[src/shared/fps_pkg.sv]
// Purpose: Constants and carriers for the fire pump mode sequencer.
// Assumes: 50 MHz system clock, AXI4-Lite register access.
// Notes:   Times are in milliseconds of the internal tick.
package fps_pkg;

   //----------------------------------------------------------
   // Bus layout
   //----------------------------------------------------------
   localparam int AW = 8;
   localparam int DW = 32;
   localparam logic [1:0] RESP_OK  = 2'h0;
   localparam logic [1:0] RESP_ERR = 2'h2;

   //----------------------------------------------------------
   // Register byte offsets
   //----------------------------------------------------------
   localparam logic [AW-1:0] OFS_CTRL   = 8'h00;
   localparam logic [AW-1:0] OFS_CMD    = 8'h04;
   localparam logic [AW-1:0] OFS_SETPT  = 8'h08;
   localparam logic [AW-1:0] OFS_RSTDLY = 8'h0C;
   localparam logic [AW-1:0] OFS_STEP   = 8'h10;
   localparam logic [AW-1:0] OFS_ACCEL  = 8'h14;
   localparam logic [AW-1:0] OFS_STAT   = 8'h18;
   localparam logic [AW-1:0] OFS_TMR    = 8'h1C;
   localparam logic [AW-1:0] OFS_SKIP0  = 8'h20;

   //----------------------------------------------------------
   // Field positions
   //----------------------------------------------------------
   localparam int B_ASTOP   = 0;
   localparam int B_REDUCED = 1;
   localparam int B_WEEKLY  = 2;
   localparam int B_MSTOP   = 0;
   localparam int B_BPRST   = 1;

   //----------------------------------------------------------
   // Timing and limits
   //----------------------------------------------------------
   localparam int          CLK_HZ     = 50_000_000;
   localparam int          TICK_HZ    = 1000;
   localparam logic [15:0] PS_LIM_MS  = 16'd15000;
   localparam logic [15:0] DR_LIM_MS  = 16'd5000;
   localparam logic [15:0] MAX10_MS   = 16'd10000;
   localparam logic [15:0] PAUSE_MS   = 16'd3000;
   localparam logic [15:0] FULL_SPD   = 16'hFFFF;
   localparam logic [15:0] MIN_STEP   = 16'h0007;
   localparam logic [7:0]  OVP_NUM    = 8'd115;
   localparam logic [7:0]  OVP_DEN    = 8'd100;

   //----------------------------------------------------------
   // Reset values
   //----------------------------------------------------------
   localparam logic [15:0] RV_SETPT  = 16'h1000;
   localparam logic [15:0] RV_RSTDLY = 16'h03E8;
   localparam logic [15:0] RV_STEP   = 16'h0040;
   localparam logic [15:0] RV_ACCEL  = 16'h1388;

   typedef enum logic [2:0] {
      ST_IDLE, ST_VS_DLY, ST_VS_RUN, ST_BP_OPEN, ST_FS_RUN
   } fps_state_t;

   typedef struct packed {
      logic          awvalid;
      logic [AW-1:0] awaddr;
      logic          wvalid;
      logic [DW-1:0] wdata;
      logic [3:0]    wstrb;
      logic          bready;
      logic          arvalid;
      logic [AW-1:0] araddr;
      logic          rready;
   } fps_axi_req_t;

   typedef struct packed {
      logic          awready;
      logic          wready;
      logic          bvalid;
      logic [1:0]    bresp;
      logic          arready;
      logic          rvalid;
      logic [DW-1:0] rdata;
      logic [1:0]    rresp;
   } fps_axi_rsp_t;

endpackage : fps_pkg

[src/fps_seq.sv]
// Purpose: Mode and start sequencer of a variable speed fire pump.
// Assumes: All inputs synchronous to I_CLK_SYS.
// Notes:   The pressure loop itself sits outside; I_SPEED_REQ is its output.
//
// Implementation choices: the register offsets and the AXI4-Lite slave port.
`timescale 1ns/1ps

module fps_seq #(
   parameter int TICK_CYC = fps_pkg::CLK_HZ / fps_pkg::TICK_HZ,
   parameter int N_SKIP   = 2
) (
   input  wire logic                  I_CLK_SYS,
   input  wire logic                  I_RST,
   input  wire fps_pkg::fps_axi_req_t I_AXI,
   output fps_pkg::fps_axi_rsp_t      O_AXI,
   input  wire logic                  I_LOCAL_START,
   input  wire logic                  I_LOCAL_STOP,
   input  wire logic                  I_PRESS_SW,
   input  wire logic                  I_DELUGE,
   input  wire logic                  I_REMOTE_START,
   input  wire logic                  I_WEEKLY_TEST,
   input  wire logic                  I_MODE_FULL,
   input  wire logic                  I_DRIVE_READY,
   input  wire logic                  I_POWER_OK,
   input  wire logic                  I_XFER_BUSY,
   input  wire logic                  I_LOCKOUT_EN,
   input  wire logic                  I_ASTOP_LOCK,
   input  wire logic [15:0]           I_PRESSURE,
   input  wire logic [15:0]           I_SPEED_REQ,
   output logic                       O_ISO_CLOSE,
   output logic                       O_DRIVE_EN,
   output logic                       O_DRIVE_FWD,
   output logic [15:0]                O_SPEED_CMD,
   output logic                       O_BP_RUN,
   output logic                       O_BP_REDUCED,
   output logic                       O_IND_DRVFAIL,
   output logic                       O_IND_BYPASS,
   output logic                       O_IND_OVERP,
   output logic                       O_IND_ASTOP,
   output logic [2:0]                 O_CONT_NO,
   output logic [2:0]                 O_CONT_NC
);
   import fps_pkg::*;

   initial begin
      if (TICK_CYC < 2 || TICK_CYC > 65535 || N_SKIP < 1 || N_SKIP > 8) begin
         $error("fps_seq: unsupported parameter values");
      end
   end

   //----------------------------------------------------------
   // Declarations
   //----------------------------------------------------------
   fps_state_t  state_r;
   logic [15:0] tick_cnt_r;
   logic        tick;
   logic [2:0]  ctrl_r;
   logic [15:0] setpt_r, rstdly_r, step_r, accel_r;
   logic [31:0] skip_r [N_SKIP];
   logic [15:0] ps_ms_r, dr_ms_r, st_ms_r;
   logic        drvfail_r, autobp_r;
   logic        aw_ok_r, w_ok_r;
   logic [AW-1:0] awaddr_r;
   logic [DW-1:0] wdata_r;
   logic [3:0]  wstrb_r;
   logic        wr_go, mstop_w, bprst_w;
   logic [DW-1:0] rd_val;
   logic        rd_hit, wr_hit;
   logic        dem_any, dem_full, astop_eff, stop_req, abort;
   logic [15:0] spd_nxt;
   logic [N_SKIP-1:0] in_up, in_dn;
   logic [23:0] p_scaled, sp_scaled;

   //----------------------------------------------------------
   // Millisecond tick
   //----------------------------------------------------------
   assign tick = (tick_cnt_r == 16'(TICK_CYC - 1));

   // Prescaler producing one pulse per millisecond.
   always_ff @(posedge I_CLK_SYS) begin
      if (I_RST || tick) begin
         tick_cnt_r <= '0;
      end else begin
         tick_cnt_r <= tick_cnt_r + 16'h0001;
      end
   end

   //----------------------------------------------------------
   // AXI4-Lite slave
   //----------------------------------------------------------
   assign wr_go   = aw_ok_r && w_ok_r && !O_AXI.bvalid;
   assign mstop_w = wr_go && awaddr_r == OFS_CMD && wstrb_r[0] && wdata_r[B_MSTOP];
   assign bprst_w = wr_go && awaddr_r == OFS_CMD && wstrb_r[0] && wdata_r[B_BPRST];

   // Merges byte lanes of a write into an old value.
   function automatic logic [31:0] merge(input logic [31:0] o, input logic [31:0] n,
                                         input logic [3:0] s);
      logic [31:0] r;
      r = o;
      for (int b = 0; b < 4; b++) begin
         if (s[b]) begin
            r[b*8 +: 8] = n[b*8 +: 8];
         end
      end
      return r;
   endfunction : merge

   // Clamps a time setting to at most ten seconds.
   function automatic logic [15:0] cap10(input logic [15:0] v);
      return (v > MAX10_MS) ? MAX10_MS : v;
   endfunction : cap10

   // Address and data are taken independently, then the write completes.
   always_ff @(posedge I_CLK_SYS) begin
      if (I_RST) begin
         aw_ok_r         <= 1'b0;
         w_ok_r          <= 1'b0;
         awaddr_r        <= '0;
         wdata_r         <= '0;
         wstrb_r         <= '0;
         O_AXI.awready   <= 1'b0;
         O_AXI.wready    <= 1'b0;
         O_AXI.bvalid    <= 1'b0;
         O_AXI.bresp     <= RESP_OK;
      end else begin
         O_AXI.awready <= !aw_ok_r && !(I_AXI.awvalid && O_AXI.awready);
         O_AXI.wready  <= !w_ok_r && !(I_AXI.wvalid && O_AXI.wready);
         if (I_AXI.awvalid && O_AXI.awready) begin
            aw_ok_r  <= 1'b1;
            awaddr_r <= I_AXI.awaddr;
         end
         if (I_AXI.wvalid && O_AXI.wready) begin
            w_ok_r  <= 1'b1;
            wdata_r <= I_AXI.wdata;
            wstrb_r <= I_AXI.wstrb;
         end
         if (wr_go) begin
            O_AXI.bvalid <= 1'b1;
            O_AXI.bresp  <= wr_hit ? RESP_OK : RESP_ERR;
         end else if (O_AXI.bvalid && I_AXI.bready) begin
            O_AXI.bvalid  <= 1'b0;
            aw_ok_r       <= 1'b0;
            w_ok_r        <= 1'b0;
            O_AXI.awready <= 1'b1;
            O_AXI.wready  <= 1'b1;
         end
      end
   end

   // Write address decode.
   always_comb begin
      wr_hit = awaddr_r[1:0] == 2'h0 && (awaddr_r <= OFS_STEP || awaddr_r == OFS_ACCEL);
      for (int i = 0; i < N_SKIP; i++) begin
         if (awaddr_r == OFS_SKIP0 + AW'(4 * i)) begin
            wr_hit = 1'b1;
         end
      end
   end

   // Software settings; time settings are capped on write.
   always_ff @(posedge I_CLK_SYS) begin
      if (I_RST) begin
         ctrl_r   <= '0;
         setpt_r  <= RV_SETPT;
         rstdly_r <= RV_RSTDLY;
         step_r   <= RV_STEP;
         accel_r  <= RV_ACCEL;
      end else if (wr_go) begin
         unique case (awaddr_r)
            OFS_CTRL:   ctrl_r   <= 3'(merge({29'h0, ctrl_r}, wdata_r, wstrb_r));
            OFS_SETPT:  setpt_r  <= 16'(merge({16'h0, setpt_r}, wdata_r, wstrb_r));
            OFS_RSTDLY: rstdly_r <= cap10(16'(merge({16'h0, rstdly_r}, wdata_r,
                                                    wstrb_r)));
            OFS_ACCEL:  accel_r  <= cap10(16'(merge({16'h0, accel_r}, wdata_r,
                                                    wstrb_r)));
            OFS_STEP: begin
               // A floor on the step keeps a full ramp inside ten seconds.
               step_r <= (16'(merge({16'h0, step_r}, wdata_r, wstrb_r)) < MIN_STEP)
                         ? MIN_STEP : 16'(merge({16'h0, step_r}, wdata_r, wstrb_r));
            end
            default: ;
         endcase
      end
   end

   // Resonant band table, one word per band: high half top, low half bottom.
   generate
      for (genvar g = 0; g < N_SKIP; g++) begin : g_skip
         always_ff @(posedge I_CLK_SYS) begin
            if (I_RST) begin
               skip_r[g] <= '0;
            end else if (wr_go && awaddr_r == OFS_SKIP0 + AW'(4 * g)) begin
               skip_r[g] <= merge(skip_r[g], wdata_r, wstrb_r);
            end
         end
         assign in_up[g] = skip_r[g][31:16] >= skip_r[g][15:0] &&
                           spd_nxt >= skip_r[g][15:0] && spd_nxt <= skip_r[g][31:16];
         assign in_dn[g] = in_up[g];
      end
   endgenerate

   // Read data mux.
   always_comb begin
      rd_hit = 1'b1;
      rd_val = '0;
      unique case (I_AXI.araddr)
         OFS_CTRL:   rd_val = {29'h0, ctrl_r};
         OFS_CMD:    rd_val = '0;
         OFS_SETPT:  rd_val = {16'h0, setpt_r};
         OFS_RSTDLY: rd_val = {16'h0, rstdly_r};
         OFS_STEP:   rd_val = {16'h0, step_r};
         OFS_ACCEL:  rd_val = {16'h0, accel_r};
         OFS_STAT:   rd_val = {21'h0, O_IND_ASTOP, O_IND_OVERP, autobp_r, drvfail_r,
                               O_BP_RUN, O_DRIVE_EN, O_ISO_CLOSE, 1'b0, state_r};
         OFS_TMR:    rd_val = {dr_ms_r, ps_ms_r};
         default: begin
            rd_hit = 1'b0;
            for (int i = 0; i < N_SKIP; i++) begin
               if (I_AXI.araddr == OFS_SKIP0 + AW'(4 * i)) begin
                  rd_hit = 1'b1;
                  rd_val = skip_r[i];
               end
            end
         end
      endcase
   end

   // Read channel answers one cycle after the address is taken.
   always_ff @(posedge I_CLK_SYS) begin
      if (I_RST) begin
         O_AXI.arready <= 1'b0;
         O_AXI.rvalid  <= 1'b0;
         O_AXI.rdata   <= '0;
         O_AXI.rresp   <= RESP_OK;
      end else if (I_AXI.arvalid && O_AXI.arready) begin
         O_AXI.arready <= 1'b0;
         O_AXI.rvalid  <= 1'b1;
         O_AXI.rdata   <= rd_val;
         O_AXI.rresp   <= (rd_hit && I_AXI.araddr[1:0] == 2'h0) ? RESP_OK : RESP_ERR;
      end else if (O_AXI.rvalid && I_AXI.rready) begin
         O_AXI.rvalid  <= 1'b0;
         O_AXI.arready <= 1'b1;
      end else begin
         O_AXI.arready <= !O_AXI.rvalid;
      end
   end

   //----------------------------------------------------------
   // Demand qualification
   //----------------------------------------------------------
   assign dem_full  = I_LOCAL_START || I_PRESS_SW || I_DELUGE || I_REMOTE_START;
   assign dem_any   = dem_full || (ctrl_r[B_WEEKLY] && I_WEEKLY_TEST);
   assign astop_eff = ctrl_r[B_ASTOP] && !I_ASTOP_LOCK;
   assign stop_req  = I_LOCAL_STOP || mstop_w;
   // Loss of power, transfer or lockout drops the run; demand restarts it.
   assign abort     = !I_POWER_OK || I_XFER_BUSY || !I_LOCKOUT_EN;

   //----------------------------------------------------------
   // Supervision timers
   //----------------------------------------------------------
   // Pressure switch closed time in variable speed operation.
   always_ff @(posedge I_CLK_SYS) begin
      if (I_RST || !I_PRESS_SW || !(state_r inside {ST_VS_DLY, ST_VS_RUN})) begin
         ps_ms_r <= '0;
      end else if (tick && ps_ms_r != PS_LIM_MS) begin
         ps_ms_r <= ps_ms_r + 16'h0001;
      end
   end

   // Demand onset to drive ready; stops counting once ready is seen.
   always_ff @(posedge I_CLK_SYS) begin
      if (I_RST || !dem_any || !(state_r inside {ST_VS_DLY, ST_VS_RUN})) begin
         dr_ms_r <= '0;
      end else if (tick && !I_DRIVE_READY && dr_ms_r != DR_LIM_MS) begin
         dr_ms_r <= dr_ms_r + 16'h0001;
      end
   end

   // Drive failure and automatic bypass flags hold until manual reset.
   always_ff @(posedge I_CLK_SYS) begin
      if (I_RST) begin
         drvfail_r <= 1'b0;
         autobp_r  <= 1'b0;
      end else begin
         if (dr_ms_r == DR_LIM_MS) begin
            drvfail_r <= 1'b1;
         end else if (bprst_w) begin
            drvfail_r <= 1'b0;
         end
         if (state_r == ST_VS_RUN && (ps_ms_r == PS_LIM_MS || dr_ms_r == DR_LIM_MS)) begin
            autobp_r <= 1'b1;
         end else if (bprst_w && state_r == ST_IDLE) begin
            autobp_r <= 1'b0;
         end
      end
   end

   //----------------------------------------------------------
   // Sequencer
   //----------------------------------------------------------
   // State timer counts milliseconds since entering the current state, or since entering ST_VS_DLY while in ST_VS_RUN or in ST_IDLE after an automatic stop.
   always_ff @(posedge I_CLK_SYS) begin
      if (I_RST) begin
         st_ms_r <= '0;
         state_r <= ST_IDLE;
      end else begin
         if (tick && st_ms_r != FULL_SPD) begin
            st_ms_r <= st_ms_r + 16'h0001;
         end
         if (abort || stop_req) begin
            state_r <= ST_IDLE;
            st_ms_r <= '0;
         end else begin
            unique case (state_r)
               ST_IDLE: begin
                  if (dem_full && (I_MODE_FULL || autobp_r)) begin
                     state_r <= ST_BP_OPEN;
                     st_ms_r <= '0;
                  end else if (dem_any && !I_MODE_FULL && !autobp_r) begin
                     state_r <= ST_VS_DLY;
                     st_ms_r <= '0;
                  end
               end
               ST_VS_DLY: begin
                  if (st_ms_r >= rstdly_r) begin
                     state_r <= ST_VS_RUN;
                  end
               end
               ST_VS_RUN: begin
                  if (ps_ms_r == PS_LIM_MS || dr_ms_r == DR_LIM_MS) begin
                     state_r <= ST_BP_OPEN;
                     st_ms_r <= '0;
                  end else if (astop_eff && !dem_any && O_SPEED_CMD == '0) begin
                     state_r <= ST_IDLE;
                  end
               end
               ST_BP_OPEN: begin
                  if (st_ms_r >= PAUSE_MS) begin
                     state_r <= ST_FS_RUN;
                     st_ms_r <= '0;
                  end
               end
               ST_FS_RUN: ;
            endcase
         end
      end
   end

   //----------------------------------------------------------
   // Speed ramp with resonant band skipping
   //----------------------------------------------------------
   // Automatic stop ramps to zero only after demand has gone.
   always_comb begin
      logic [15:0] tgt;
      tgt = (astop_eff && !dem_any) ? 16'h0 : I_SPEED_REQ;
      spd_nxt = O_SPEED_CMD;
      if (tgt > O_SPEED_CMD) begin
         spd_nxt = (tgt - O_SPEED_CMD > step_r) ? O_SPEED_CMD + step_r : tgt;
      end else if (tgt < O_SPEED_CMD) begin
         spd_nxt = (O_SPEED_CMD - tgt > step_r) ? O_SPEED_CMD - step_r : tgt;
      end
   end

   // Ramp steps each millisecond; a step into a band lands past it unless the band reaches full speed or zero.
   always_ff @(posedge I_CLK_SYS) begin
      if (I_RST || state_r != ST_VS_RUN) begin
         O_SPEED_CMD <= '0;
      end else if (tick) begin
         O_SPEED_CMD <= spd_nxt;
         for (int i = 0; i < N_SKIP; i++) begin
            if (spd_nxt > O_SPEED_CMD && in_up[i]) begin
               O_SPEED_CMD <= (skip_r[i][31:16] == FULL_SPD) ? O_SPEED_CMD
                              : skip_r[i][31:16] + 16'h0001;
            end else if (spd_nxt < O_SPEED_CMD && in_dn[i]) begin
               O_SPEED_CMD <= (skip_r[i][15:0] == 16'h0) ? 16'h0
                              : skip_r[i][15:0] - 16'h0001;
            end
         end
      end
   end

   //----------------------------------------------------------
   // Power outputs
   //----------------------------------------------------------
   // Contactors and drive only in variable speed; bypass after the pause.
   always_ff @(posedge I_CLK_SYS) begin
      if (I_RST) begin
         O_ISO_CLOSE  <= 1'b0;
         O_DRIVE_EN   <= 1'b0;
         O_DRIVE_FWD  <= 1'b0;
         O_BP_RUN     <= 1'b0;
         O_BP_REDUCED <= 1'b0;
      end else begin
         O_ISO_CLOSE  <= state_r inside {ST_VS_DLY, ST_VS_RUN};
         O_DRIVE_EN   <= state_r inside {ST_VS_DLY, ST_VS_RUN};
         O_DRIVE_FWD  <= state_r == ST_VS_RUN;
         O_BP_RUN     <= state_r == ST_FS_RUN;
         O_BP_REDUCED <= state_r == ST_FS_RUN && ctrl_r[B_REDUCED] &&
                         st_ms_r < accel_r;
      end
   end

   //----------------------------------------------------------
   // Indicators and changeover contacts
   //----------------------------------------------------------
   assign p_scaled  = 24'(I_PRESSURE) * 24'(OVP_DEN);
   assign sp_scaled = 24'(setpt_r) * 24'(OVP_NUM);

   // Lamps, and complementary contact pairs for the drive failure, bypass and overpressure lamps.
   always_ff @(posedge I_CLK_SYS) begin
      if (I_RST) begin
         O_IND_DRVFAIL <= 1'b0;
         O_IND_BYPASS  <= 1'b0;
         O_IND_OVERP   <= 1'b0;
         O_IND_ASTOP   <= 1'b0;
         O_CONT_NO     <= 3'h0;
         O_CONT_NC     <= 3'h7;
      end else begin
         O_IND_DRVFAIL <= drvfail_r;
         O_IND_BYPASS  <= autobp_r;
         O_IND_OVERP   <= p_scaled > sp_scaled;
         O_IND_ASTOP   <= astop_eff;
         O_CONT_NO     <= {p_scaled > sp_scaled, autobp_r, drvfail_r};
         O_CONT_NC     <= ~{p_scaled > sp_scaled, autobp_r, drvfail_r};
      end
   end

endmodule : fps_seq

[config.mk]
export PLATFORM = sky130hd
export DESIGN_NAME = fps_seq
export DESIGN_NICKNAME = d
export VERILOG_FILES = /design/src/shared/fps_pkg.sv /design/src/fps_seq.sv
export SDC_FILE = /design/constraint.sdc
export NUM_CORES = 1
export LEC_CHECK = 0
export ABC_AREA = 1
export CAP_MARGIN = 30
export CORE_MARGIN = 2
export CORE_UTILIZATION = 28
export CTS_BUF_LIST = sky130_fd_sc_hd__clkbuf_4 sky130_fd_sc_hd__clkbuf_8 sky130_fd_sc_hd__clkbuf_16
export DETAILED_ROUTE_END_ITERATION = 8
export DONT_BUFFER_PORTS = 1
export PLACE_DENSITY = 0.41
export SLEW_MARGIN = 20
export SYNTH_ARGS = -nofsm -noshare
export SYNTH_HDL_FRONTEND = slang
export SYNTH_SLANG_ARGS = --single-unit
[constraint.sdc]
create_clock -name I_CLK_SYS -period 13.2 [get_ports I_CLK_SYS]
set_input_delay 2.64 -clock I_CLK_SYS [delete_from_list [all_inputs] [get_ports I_CLK_SYS]]
set_output_delay 2.64 -clock I_CLK_SYS [all_outputs]
set_load 0.02 [all_outputs]
==> Word-level counts from Yosys, hierarchy flattened <==
Memory sizes are Yosys's and may differ from the RTL's.
Cells that the tools add are included.
{ "totals": {"wordCells": 320, "ram_bits": 64, "inputBits": 103, "output_inout_bits": 72, "regBits": 253, "memories": 1} }
{ "op_classes": {"bitwise": 3, "n_eq_ne": 35, "muxes": 113, "order_cmp": 20, "mul": 2, "addsub": 12, "n_reduce_logical": 97} }
{ "memory_table": {"columns": ["memory", "depth", "word_bits", "rd", "rd_ports_with_merged_regs", "write_ports", "line", "text"], "rows": [
  ["skip_r", 2, 32, 2, 0, 2, "fps_seq.sv:59", "logic [31:0] skip_r [N_SKIP];"]
]} }
{ "ops": {"columns": ["cell", "count"], "rows": [
  ["$mux W8", 48],
  ["$mux W16", 21],
  ["$pmux W32 S8", 1],
  ["$mux W32", 4],
  ["$add A16 B1 Y16 const B", 6],
  ["$ge A16 B16 Y1", 5],
  ["$gt A16 B16 Y1", 4],
  ["$eq A16 B16 Y1 const B", 3],
  ["$eq A8 B5 Y1 const B", 6],
  ["$logic_not A16 Y1", 3],
  ["$lt A16 B16 Y1", 3],
  ["$pmux W16 S3", 1],
  ["$sub A16 B16 Y16", 3],
  ["$logic_and A1 B1 Y1", 40],
  ["$eq A8 B4 Y1 const B", 4],
  ["$eq A8 B6 Y1 const B", 4],
  ["$gt A16 B14 Y1 const B", 2],
  ["$le A16 B16 Y1", 2],
  ["$sub A16 B1 Y16 const B", 2],
  ["$mux W1", 27],
  ["$gt A23 B23 Y1", 1],
  ["$mul A16 B7 Y23 const B", 1],
  ["$mul A16 B5 Y21 const B", 1],
  ["$mux W3", 7],
  ["34 further kinds", 83]
]} }

==> Logic depth before layout (Yosys ltp) <==
Gate-level depths: netlist of the first run.
{ "depth": {"depth_word": 20, "ltp_mapped": 51, "depth_no_buf": 48} }

==> Least setup slack after synthesis of the first run <==
Ideal clock, no wire load.
{ "synth_path": {"path_type": "input-to-reg", "startpoint": "input I_DELUGE", "endpoint": "register O_SPEED_CMD[7]", "n_path_buf": 4, "setup_time_ns": 0.119, "stages": 45, "t_arrival_ns": 8.514, "required_ns": 13.081, "setup_slack_ns": 4.567, "cell_sequence": "nor2_1 > nand4_2 > clkbuf_1 > nand2_1 > inv_1 > ha_1 > clkbuf_1 > nand2_1 > o21ai_0 > nand3_1 > nand2_1 > a21oi_1 > o21ai_0 > nand2_1 > nand2_1 > a211oi_1 > xor2_1 > inv_1 > [9 not listed] > nand2_1 > nand2_1 > nand2_1 > and2_1 > ha_1 > a21oi_1 > o21ai_0 > o21ai_1 > o2111ai_1 > nand2_1 > nand3_1 > nor2_1 > nand3_1 > nand3_2 > buf_2 > nand2_1 > nand2_1 > a21oi_1"} }
{ "synth_via": {"elab_chain_len": 19, "elab_cells_between_ends": 37, "classes_between": "add/sub (2); order compare (10); eq/ne (2); mux (9); reduce/logical (14)"} }
{ "synth_lines": {"columns": ["item", "line", "text"], "rows": [
  ["start: declaration", "fps_seq.sv:19", "input wire logic I_DELUGE,"],
  ["$logic_or A1 B1 Y1 (*) (2 in a row)", "fps_seq.sv:251", "assign dem_full = I_LOCAL_START || I_PRESS_SW || I_DELUGE || I_REMOTE_START;"],
  ["$logic_or A1 B1 Y1 (*)", "fps_seq.sv:252", "assign dem_any = dem_full || (ctrl_r[B_WEEKLY] && I_WEEKLY_TEST);"],
  ["$logic_not A1 Y1 (*)", "fps_seq.sv:355", "tgt = (astop_eff && !dem_any) ? 16'h0 : I_SPEED_REQ;"],
  ["$logic_and A1 B1 Y1 (*)", "fps_seq.sv:355", null],
  ["$mux W16 (*)", "fps_seq.sv:355", null],
  ["$sub A16 B16 Y16", "fps_seq.sv:360", "spd_nxt = (O_SPEED_CMD - tgt > step_r) ? O_SPEED_CMD - step_r : tgt;"],
  ["$gt A16 B16 Y1", "fps_seq.sv:360", null],
  ["$mux W16", "fps_seq.sv:360", null],
  ["[2 not listed]", null, null],
  ["$ge A16 B16 Y1", "fps_seq.sv:197", "spd_nxt >= skip_r[g][15:0] && spd_nxt <= skip_r[g][31:16];"],
  ["$logic_and A1 B1 Y1", "fps_seq.sv:196", "assign in_up[g] = skip_r[g][31:16] >= skip_r[g][15:0] &&"],
  ["$logic_and A1 B1 Y1", "fps_seq.sv:197", null],
  ["$logic_and A1 B1 Y1", "fps_seq.sv:374", "end else if (spd_nxt < O_SPEED_CMD && in_dn[i]) begin"],
  ["$mux W16", "fps_seq.sv:374", null],
  ["$mux W16", "fps_seq.sv:371", "if (spd_nxt > O_SPEED_CMD && in_up[i]) begin"],
  ["$mux W16", "fps_seq.sv:374", null],
  ["$mux W16", "fps_seq.sv:371", null],
  ["end signal: assignment", "fps_seq.sv:369", "O_SPEED_CMD <= spd_nxt;"],
  ["end signal: assignment", "fps_seq.sv:372", "O_SPEED_CMD <= (skip_r[i][31:16] == FULL_SPD) ? O_SPEED_CMD"],
  ["end signal: assignment", "fps_seq.sv:375", "O_SPEED_CMD <= (skip_r[i][15:0] == 16'h0) ? 16'h0"],
  ["end: declaration", "fps_seq.sv:33", "output logic [15:0] O_SPEED_CMD,"]
]} }
Every way passes the cells marked *; elsewhere a longest branch is shown, timed or not.
A chain may end at the register's enable or synchronous reset.

==> Worst setup path after layout of the first run <==
{ "layout_path": {"startpoint": "input I_LOCAL_START", "endpoint": "register O_SPEED_CMD[2]"} }
{ "layout_via": {"elab_chain_len": 20, "elab_cells_between_ends": 38, "classes_between": "add/sub (2); order compare (10); eq/ne (2); mux (9); reduce/logical (15)"} }
{ "layout_lines": {"columns": ["item", "line", "text"], "rows": [
  ["start: declaration", "fps_seq.sv:16", "input wire logic I_LOCAL_START,"],
  ["$logic_or A1 B1 Y1 (*) (3 in a row)", "fps_seq.sv:251", null],
  ["$logic_or A1 B1 Y1 (*)", "fps_seq.sv:252", null],
  ["$logic_not A1 Y1 (*)", "fps_seq.sv:355", null],
  ["$logic_and A1 B1 Y1 (*)", "fps_seq.sv:355", null],
  ["$mux W16 (*)", "fps_seq.sv:355", null],
  ["$sub A16 B16 Y16", "fps_seq.sv:360", null],
  ["$gt A16 B16 Y1", "fps_seq.sv:360", null],
  ["$mux W16", "fps_seq.sv:360", null],
  ["[2 not listed]", null, null],
  ["$ge A16 B16 Y1", "fps_seq.sv:197", null],
  ["$logic_and A1 B1 Y1", "fps_seq.sv:196", null],
  ["$logic_and A1 B1 Y1", "fps_seq.sv:197", null],
  ["$logic_and A1 B1 Y1", "fps_seq.sv:374", null],
  ["$mux W16", "fps_seq.sv:374", null],
  ["$mux W16", "fps_seq.sv:371", null],
  ["$mux W16", "fps_seq.sv:374", null],
  ["$mux W16", "fps_seq.sv:371", null]
]} }
Marked as above.

==> results of run 1 <==
cell usage after synthesis (21+ instances only):
cell | count | share of area, %
o22ai_1 | 56 | 1.3
clkbuf_1 | 89 | 1.2
xnor2_1 | 22 | 0.71
fa_1 | 51 | 3.7
nand4_1 | 45 | 1.0
inv_1 | 603 | 8.3
a21oi_1 | 419 | 7.7
edfxtp_1 | 64 | 7.0
xor2_1 | 109 | 3.5
nor3_1 | 78 | 1.4
o21ai_0 | 245 | 4.5
nand3_1 | 163 | 3.0
ha_1 | 377 | 17
o21ai_1 | 33 | 0.61
nand2_1 | 633 | 8.7
nor2_1 | 308 | 4.2
a31oi_1 | 21 | 0.48
nor4_1 | 21 | 0.48
o211ai_1 | 25 | 0.69
dfxtp_1 | 248 | 18
critical path, delay by kind of cell:
kind                     cells  cell delay [ps]
buffers and inverters        7             1480
adder cells (fa/ha/maj)      3             1020
AO/OA/AOI/OAI               12             2140
AND/OR/NAND/NOR             17             3990
XOR/XNOR                     1              160
per-stage QoR:
stage	area, µm²	power (mW)
6_report	30020	2.808
5_1_grt	30010	2.968
4_1_cts	30000	2.829
3_5_place_dp	28630	1.685
3_3_place_gp	28580	1.684
2_1_floorplan	27270	1.498
layout by cell type (no fill, tap or decap), types with 11 or more instances in the layout:
cell       count
a211oi_1      13
edfxtp_1      64
a21oi_1      419
o31ai_1       15
dfxtp_1      248
nand4_1       45
o21bai_1      19
nand3_1      163
clkbuf_16     42
xor2_1       109
nor2_1       307
nand2_1      632
nor3_1        78
o21ai_1       33
ha_1         377
buf_4         28
inv_2         17
o21ai_0      245
fa_1          51
a31oi_1       21
nor4_1        21
a21o_1        11
clkinv_2      13
o22ai_1       56
xnor2_1       22
inv_1        603
o211ai_1      25
nor3b_1       12
cell families after synthesis:
family	after synthesis	synth area share [%]
other	1	0.01375
flip-flops	312	25.26
adder cells (fa/ha/maj)	428	21.04
AND/OR/NAND/NOR	1308	20.73
AO/OA/AOI/OAI	905	18.33
XOR/XNOR	131	4.208
buffers and inverters	742	10.42
metal layers:
layer  up-vias  global-route usage (%)
met5         -                       0
met4         6                   6.323
met3       143                   4.415
met2       858                   33.26
met1     12310                   31.97
li1      12720                       -
final cells by class:
cell class	count	area [µm²]	area share, %
clock inverter	21	203.9	0.6795
multi-input combinational	2774	17550	58.46
timing repair buffer	33	272.8	0.9088
clock buffer	53	1165	3.881
tap	1276	1597	5.319
sequential	312	6887	22.94
antenna	2	5.005	0.01667
inverter	622	2337	7.787
power breakdown:
| part | leakage (nW) | switching, mW | internal (mW) | total, mW |
|---|---|---|---|---|
| clock network | 0.685 | 0.467 | 0.667 | 1.13 |
| registers | 2.67 | 0.0272 | 0.994 | 1.02 |
| logic | 10.3 | 0.431 | 0.222 | 0.653 |
how the worst min path moves through the flow:
stage | from | to | slack, ps
CTS | accel_r[15] | accel_r[15] | 460
global route | tick_cnt_r[0] | tick_cnt_r[0] | 480
floorplan | drvfail_r | O_CONT_NC[0] | 390
global placement | tick_cnt_r[0] | tick_cnt_r[0] | 440
detailed placement | tick_cnt_r[0] | tick_cnt_r[0] | 450
finish | tick_cnt_r[0] | tick_cnt_r[0] | 450
==> run summary, run 1 <==
Clock sink count: 312
Async S/R FF share, synth: 0%
RR Endpoint: O_SPEED_CMD[2]
Post-detail-place hpwl: 91,780 µm
Power per cell area: 93.57 mW/mm²
Post-synth EDFFs: 64
Clock latency at the later pin of the worst-skew pair: 580 ps
IO buf count: 0
All-Layer GR Usage: 22.17%
Largest net degree at the start of global routing: 87
Hold crit path type: flip-flop to flip-flop
Run status: finished, final reports clean
Post-Layout Cell Count: 5,093
Fmax: 90.78 MHz
Drt first pass iters: 5
Die W: 316.1 µm
Cts hold-fix bufs: 0
Fin Clk Skew: 33.25 ps
Yosys warning count: 0
Final hold vios: 0
FF-to-FF setup slack: 3890 ps
Max-slew violation count: 0
CP max-delay cell: nand4_1
Total number of H-tree levels: 2
Net count reported at finish: 4,314
WP data arrival: 11,470 ps
Number of global-route vias before repair: 24.94k
Largest regs: skip_r: 64 flops, O_AXI: 39 flops, wdata_r: 32 flops
CP max FO: 20
Startpoint class of the critical path: input pin
Layout fillers: 10.64k
Reg2reg path depth: 41
Crit path kind: input pin to flip-flop
GP Congestion: 0.9553
Root Driver: clkbuf_16
Met3 Wirelength: 8563 µm
Ys flop type: dfxtp_1
Core area: 0.09657 mm²
CP required: 13,650 ps
Slowest cell delay on critical path: 760 ps
P_leak: 13.64 nW
Source of the critical timing path: I_LOCAL_START
Clock transition at path regs: 60 ps
Max Cap Viol: 0
Hold depth: 1
Unique masters post-synth: 59
Synth Register Bits: 312
DR top layer: met5
DRC viols: 0
First-pass GRT wire length: 164,800 µm
Longest Clk Path Bufs: 3
Synthesized area per cell: 7.125 µm²
CP Capture Point: O_SPEED_CMD[2]
Initial core utilization: 28.24%
Top-Level Pins: 175
CTS resizes: 0
RR Startpoint: ctrl_r[0]
Setup_tns: 0 ps
Mapped Area: 0.02727 mm²
P&R area growth vs syn: 10.08%
Vias per cell: 5.112
Register area share after synthesis: 25.26%
CP endpoint kind: flip-flop
Global route total overflow: 0
Final core occ: 31.08%
Place WS: 1866 ps
Minimum clock period: 11,020 ps
Worst slew pin tran: 1075 ps
Wirelength per Cell: 22.08 µm
Antenna-violating nets left: 0
Layout cells sized above 1: 4.299%
Metal2 WL: 46,950 µm
Setup violations, final: 0
Initial DRC Count: 2,081
TritonCTS buffer count: 40
Die area: 0.09990 mm²
WL final: 112,500 µm
Peak VDD IR: 76.91 µV
RSZ-0062 raised after global routing: no
Initial antenna violation count: 7
CP dominant cell by count: nand2_1
CTS tree: built
Period utilization: 83.45%
Slew margin rel.: 27.60%
Die Y: 316.1 µm
Minimum hold slack: 451.9 ps
WL met1: 53,590 µm
Synth Instances: 3,827
Placed Cells: 5,016
Max reg flops: 64
Via count: 26.04k
Setup Buffers After CTS: 0
Biggest register: skip_r
Row count: 114
Setup ws final: 2185 ps
(Power assumes the default switching activity.)
==> run 2, diff against run 1 <==
--- a/config.mk
+++ b/config.mk
@@ -12,7 +12,7 @@
 export CTS_BUF_LIST = sky130_fd_sc_hd__clkbuf_4 sky130_fd_sc_hd__clkbuf_8 sky130_fd_sc_hd__clkbuf_16
 export DETAILED_ROUTE_END_ITERATION = 8
 export DONT_BUFFER_PORTS = 1
-export PLACE_DENSITY = 0.41
+export PLACE_DENSITY = 0.43
 export SLEW_MARGIN = 20
 export SYNTH_ARGS = -nofsm -noshare
 export SYNTH_HDL_FRONTEND = slang
==> constraint.sdc (replaced) <==
create_clock -name I_CLK_SYS -period 9.5 [get_ports I_CLK_SYS]
set_input_delay 1.9 -clock I_CLK_SYS [delete_from_list [all_inputs] [get_ports I_CLK_SYS]]
set_output_delay 1.9 -clock I_CLK_SYS [all_outputs]
set_load 0.02 [all_outputs]
==> run 2 against run 1 <==
  * Critical endpoint is now O_SPEED_CMD[15]
  * Global-route usage down 0.55 points
  * Clock skew down 7.5 ps
  * Core utilization about the same
  * Critical path type unchanged
  * Register-to-register slack worse by 2100 ps
  * Cell area down 0.11%
==> run summary, run 2 (same netlist as run 1, synthesis figures left out) <==
Setup Buffers After CTS: 0
Crit path kind: input pin to flip-flop
Longest Clk Path Bufs: 3
IO buf count: 0
WL final: 110,600 µm
Slowest cell delay on critical path: 530 ps
Peak VDD IR: 130.8 µV
Most used routing layer: met2
Minimum hold slack: 453.5 ps
Core area: 0.09657 mm²
Setup violations, final: 0
All-Layer GR Usage: 21.62%
CTS resizes: 0
Run status: finished, final reports clean
Largest regs: skip_r: 64 flops, O_AXI: 39 flops, wdata_r: 32 flops
Most common cell after layout, fill and taps aside: nand2_1
GP Congestion: 0.9717
Most frequent cells in the layout: nand2_1 (632), inv_1 (603), a21oi_1 (419), ha_1 (377), nor2_1 (308)
DRC viols: 0
Global route total overflow: 0
Post-detail-place hpwl: 90,820 µm
Slew margin rel.: 28.02%
Die area: 0.09990 mm²
WP data arrival: 9110 ps
P_leak: 13.62 nW
Met3 Use GR: 3.636%
Clock latency at the later pin of the worst-skew pair: 570 ps
Fin Clk Skew: 25.75 ps
Cts hold-fix bufs: 0
CP dominant cell by count: nand2_1
Total power draw: 3.923 mW
CP endpoint kind: flip-flop
Biggest register: skip_r
CTS tree: built
Max reg flops: 64
Antenna-violating nets left: 0
Top-Level Pins: 175
Area occupied by multi-input gates: 0.01755 mm²
Setup_tns: 0 ps
Startpoint class of the critical path: input pin
CP max FO: 32
Placed Cells: 5,013
Power per cell area: 130.8 mW/mm²
Via count: 25.84k
Die Y: 316.1 µm
Final hold vios: 0
CP required: 9950 ps
P&R area growth vs syn: 9.953%
Layout fillers: 10.68k
Drt first pass iters: 7
Wirelength per Cell: 21.75 µm
Final core occ: 31.05%
Number of global-route vias before repair: 24.30k
Vias per cell: 5.078
Initial antenna violation count: 1
Initial core utilization: 28.24%
Minimum clock period: 8668 ps
Root Driver: clkbuf_16
Worst slew pin tran: 1068 ps
RSZ-0062 raised after global routing: no
Die W: 316.1 µm
Sequential Area: 0.006887 mm²
Met2 usage: 32.86%
TritonCTS buffer count: 39
Post-Layout Cell Count: 5,088
First-pass GRT wire length: 161,700 µm
Largest net degree at the start of global routing: 80
Clock sink count: 312
Net count reported at finish: 4,311
Clock transition at path regs: 50 ps
Fmax: 115.4 MHz
Max-slew violation count: 0
Row count: 114
Period utilization: 91.24%
Hold crit path type: flip-flop to flip-flop
Total number of H-tree levels: 2
Max Cap Viol: 0
Grt met1 use: 31.86%
Layout cells sized above 1: 4.225%
CP max-delay cell: nand3_2
Initial DRC Count: 2,216
[run 2: changes by cell type in the layout (fill, tap and decap cells not counted), moves of 2 or more]
cell,delta
clkbuf_4,+2
inv_6,+2
buf_2,-2
bufinv_16,+3
clkinv_4,-2
clkbuf_16,-3
clkbuf_8,-2
[run 2: area by class of cell]
cell class	count	area share, %
multi-input cells	2774	58.54
flip-flops and latches	312	22.97
inverters	622	7.796
well taps	1276	5.325
clock buffers	50	3.593
clock inverters	22	0.9390
repair buffers	31	0.8263
diodes	1	0.008347
[run 2: metal layers]
metal  part of all wire (%)  wire length [µm]  vias up
met1                     49             54000    12260
met3                    6.9              7660       92
met5                      0                 0        -
li1                       -                 -    12710
met2                     42             46780      783
met4                    2.0              2195        0
[run 2: critical path, delay by kind of cell]
family	cells	cell delay, ps
AO/OA/AOI/OAI	13	2230
buffers and inverters	8	1060
AND/OR/NAND/NOR	19	2560
XOR/XNOR	1	140
adder cells (fa/ha/maj)	4	1190
[run 2: final timing paths]
path / startpoint / end / slack, ps / cells after the start
max: I_WEEKLY_TEST / O_SPEED_CMD[15] / 830 / 45
max reg2reg: ctrl_r[2] / O_SPEED_CMD[15] / 1760 / 45
min reg2reg: tick_cnt_r[0] / tick_cnt_r[0] / 450 / 1
min: tick_cnt_r[0] / tick_cnt_r[0] / 450 / 1
[run 2: through the flow]
stage / worst slack [ps] / instance area (µm²)
floorplan: 1607 / 27270
finish: 832.0 / 29980
global route: 192.4 / 29980
detailed placement: 437.8 / 28590
CTS: 1011 / 29950
global placement: 510.9 / 28580
[run 2: power by group]
group          internal (mW)  switching [mW]  total, mW
Clock                  0.948           0.640       1.59
Sequential              1.38          0.0418       1.42
Combinational          0.310           0.602      0.912
==> run 3, diff against run 2 <==
--- a/config.mk
+++ b/config.mk
@@ -12,7 +12,7 @@
 export CTS_BUF_LIST = sky130_fd_sc_hd__clkbuf_4 sky130_fd_sc_hd__clkbuf_8 sky130_fd_sc_hd__clkbuf_16
 export DETAILED_ROUTE_END_ITERATION = 8
 export DONT_BUFFER_PORTS = 1
-export PLACE_DENSITY = 0.43
+export PLACE_DENSITY = 0.41
 export SLEW_MARGIN = 20
 export SYNTH_ARGS = -nofsm -noshare
 export SYNTH_HDL_FRONTEND = slang
==> constraint.sdc (replaced) <==
create_clock -name I_CLK_SYS -period 8.05 [get_ports I_CLK_SYS]
set_input_delay 1.61 -clock I_CLK_SYS [delete_from_list [all_inputs] [get_ports I_CLK_SYS]]
set_output_delay 1.61 -clock I_CLK_SYS [all_outputs]
set_load 0.02 [all_outputs]
==> run 3 against run 2 <==
  * Clock power grew 18%
  * Sequential cell count is the same
  * Power grew 21%
  * Core utilization grew 1.1 points
  * Hold slack lost 5.4 ps
  * Wire length grew 2.1%
  * Sequential share of layout area shrank 0.80 points
  * Die area is the same
  * Clock skew grew 11 ps
  * Final cell count grew 2.4%
  * Sequential power grew 18%
  * First-iteration DRC count shrank 7.3%
  * Critical endpoint is now O_SPEED_CMD[1]
  * Largest power group unchanged
==> run summary, run 3 (same netlist as run 1, synthesis figures left out) <==
Global route total overflow: 0
Core area: 0.09657 mm²
Final hold vios: 0
All-Layer GR Usage: 22.37%
Post-detail-place hpwl: 93,250 µm
CP dominant cell by count: nand2_1
First-pass GRT wire length: 167,200 µm
CTS resizes: 0
Layout cells sized above 1: 7.422%
Top-Level Pins: 175
Max-slew violation count: 0
Longest Clk Path Bufs: 3
Total power draw: 4.733 mW
Area after DPL: 0.02966 mm²
Root Driver: clkbuf_16
Net count reported at finish: 4,435
Max reg flops: 64
Hold depth: 1
WP data arrival: 7960 ps
Clock sink count: 312
Row count: 114
P&R area growth vs syn: 13.90%
RSZ-0062 raised after global routing: no
Slew margin rel.: 33.28%
Hold crit path type: flip-flop to flip-flop
P_leak: 14.25 nW
DRC viols: 0
Max Cap Viol: 0
Initial core utilization: 28.24%
Number of global-route vias before repair: 25.34k
Power per cell area: 152.4 mW/mm²
TritonCTS buffer count: 39
Crit path kind: input pin to flip-flop
Run status: finished, final reports clean
Peak VDD IR: 131.3 µV
RR Startpoint: ctrl_r[0]
Cts hold-fix bufs: 0
Minimum clock period: 7468 ps
WL final: 112,900 µm
FF-to-FF setup slack: 1260 ps
Post-Layout Cell Count: 5,212
GP Congestion: 0.9461
Layout fillers: 10.55k
Largest net degree at the start of global routing: 87
RR Endpoint: O_SPEED_CMD[1]
Placed Cells: 5,139
Wirelength per Cell: 21.67 µm
Most frequent cells in the layout: nand2_1 (631), inv_1 (599), a21oi_1 (419), ha_1 (377), nor2_1 (308)
Worst slew pin tran: 999.4 ps
Initial DRC Count: 2,054
Initial antenna violation count: 3
Fin Clk Skew: 37.19 ps
IO buf count: 0
CP required: 8540 ps
Startpoint class of the critical path: input pin
Hold_sp: tick_cnt_r[0]
Die W: 316.1 µm
Die area: 0.09990 mm²
Biggest register: skip_r
Setup Buffers After CTS: 0
Via count: 26.10k
Antenna-violating nets left: 0
Slowest cell delay on critical path: 350 ps
Setup violations, final: 0
Clock transition at path regs: 60 ps
Drt first pass iters: 6
CP endpoint kind: flip-flop
Design area: 0.03106 mm²
CP max FO: 32
CP max-delay cell: ha_1
Largest regs: skip_r: 64 flops, O_AXI: 39 flops, wdata_r: 32 flops
CTS tree: built
Clock latency at the later pin of the worst-skew pair: 590 ps
Total number of H-tree levels: 2
Most common cell after layout, fill and taps aside: nand2_1
Fmax: 133.9 MHz
Hold Path End: tick_cnt_r[0]
Source of the critical timing path: I_LOCAL_START
Die Y: 316.1 µm
Reg2reg path depth: 47
Vias per cell: 5.007
Period utilization: 92.77%
-- run 3: changes by cell type in the layout (fill, tap and decap cells not counted), sizes merged --
cell	previous run	this run
bufinv	5	1
diode	1	2
buf	31	155
clkinv	16	6
clkbuf	50	62
inv	622	623
-- run 3: worst max-delay path, delay by kind of cell --
family                   cells  cell delay (ps)
XOR/XNOR                     1              210
buffers and inverters       12             1590
AO/OA/AOI/OAI                6              790
AND/OR/NAND/NOR             24             2750
adder cells (fa/ha/maj)      3              950
-- run 3: cell type report --
class	count	area [µm²]	share of cell area, %
multi-input cells	2774	17570	56.57
clock buffers	62	1247	4.017
diodes	2	5.005	0.01611
well taps	1276	1597	5.141
clock inverters	9	122.6	0.3948
repair buffers	155	1289	4.150
inverters	622	2340	7.534
flip-flops and latches	312	6887	22.17
-- run 3: how the worst max path moves through the flow --
stage / endpoint / slack (ps) / cells past startpoint
4_1_cts: O_SPEED_CMD[6] / 520 / 46
5_1_grt: O_SPEED_CMD[0] / 40 / 48
2_1_floorplan: O_SPEED_CMD[7] / 450 / 45
3_5_place_dp: O_SPEED_CMD[6] / -70 / 46
6_report: O_SPEED_CMD[1] / 580 / 46
3_3_place_gp: O_SPEED_CMD[7] / -80 / 41
-- run 3: metrics by stage --
step	hold slack (ps)	setup slack, ps	TNS, ps	utilization (%)
6_report	448.1	582.0	0	32.16
5_1_grt	480.2	44.94	0	32.16
4_1_cts	452.9	521.6	0	32.13
3_5_place_dp	444.7	-71.17	-150.2	30.71
3_3_place_gp	426.7	-83.65	-238.5	30.67
2_1_floorplan	385.7	447.3	0	-
-- run 3: power by group --
group	switching [mW]	internal, mW	total, mW	leakage [nW]
registers	0.0538	1.63	1.68	2.67
clock network	0.770	1.11	1.88	0.686
logic	0.734	0.437	1.17	10.9
-- run 3: metal layers --
| layer | global-route usage [%] | vias to the layer above | share of wire, % |
|---|---|---|---|
| li1 | - | 12980 | - |
| met1 | 32.38 | 12240 | 48 |
| met2 | 34.39 | 730 | 42 |
| met3 | 3.355 | 138 | 6.2 |
| met4 | 6.075 | 2 | 2.9 |
| met5 | 0 | - | 0.0097 |
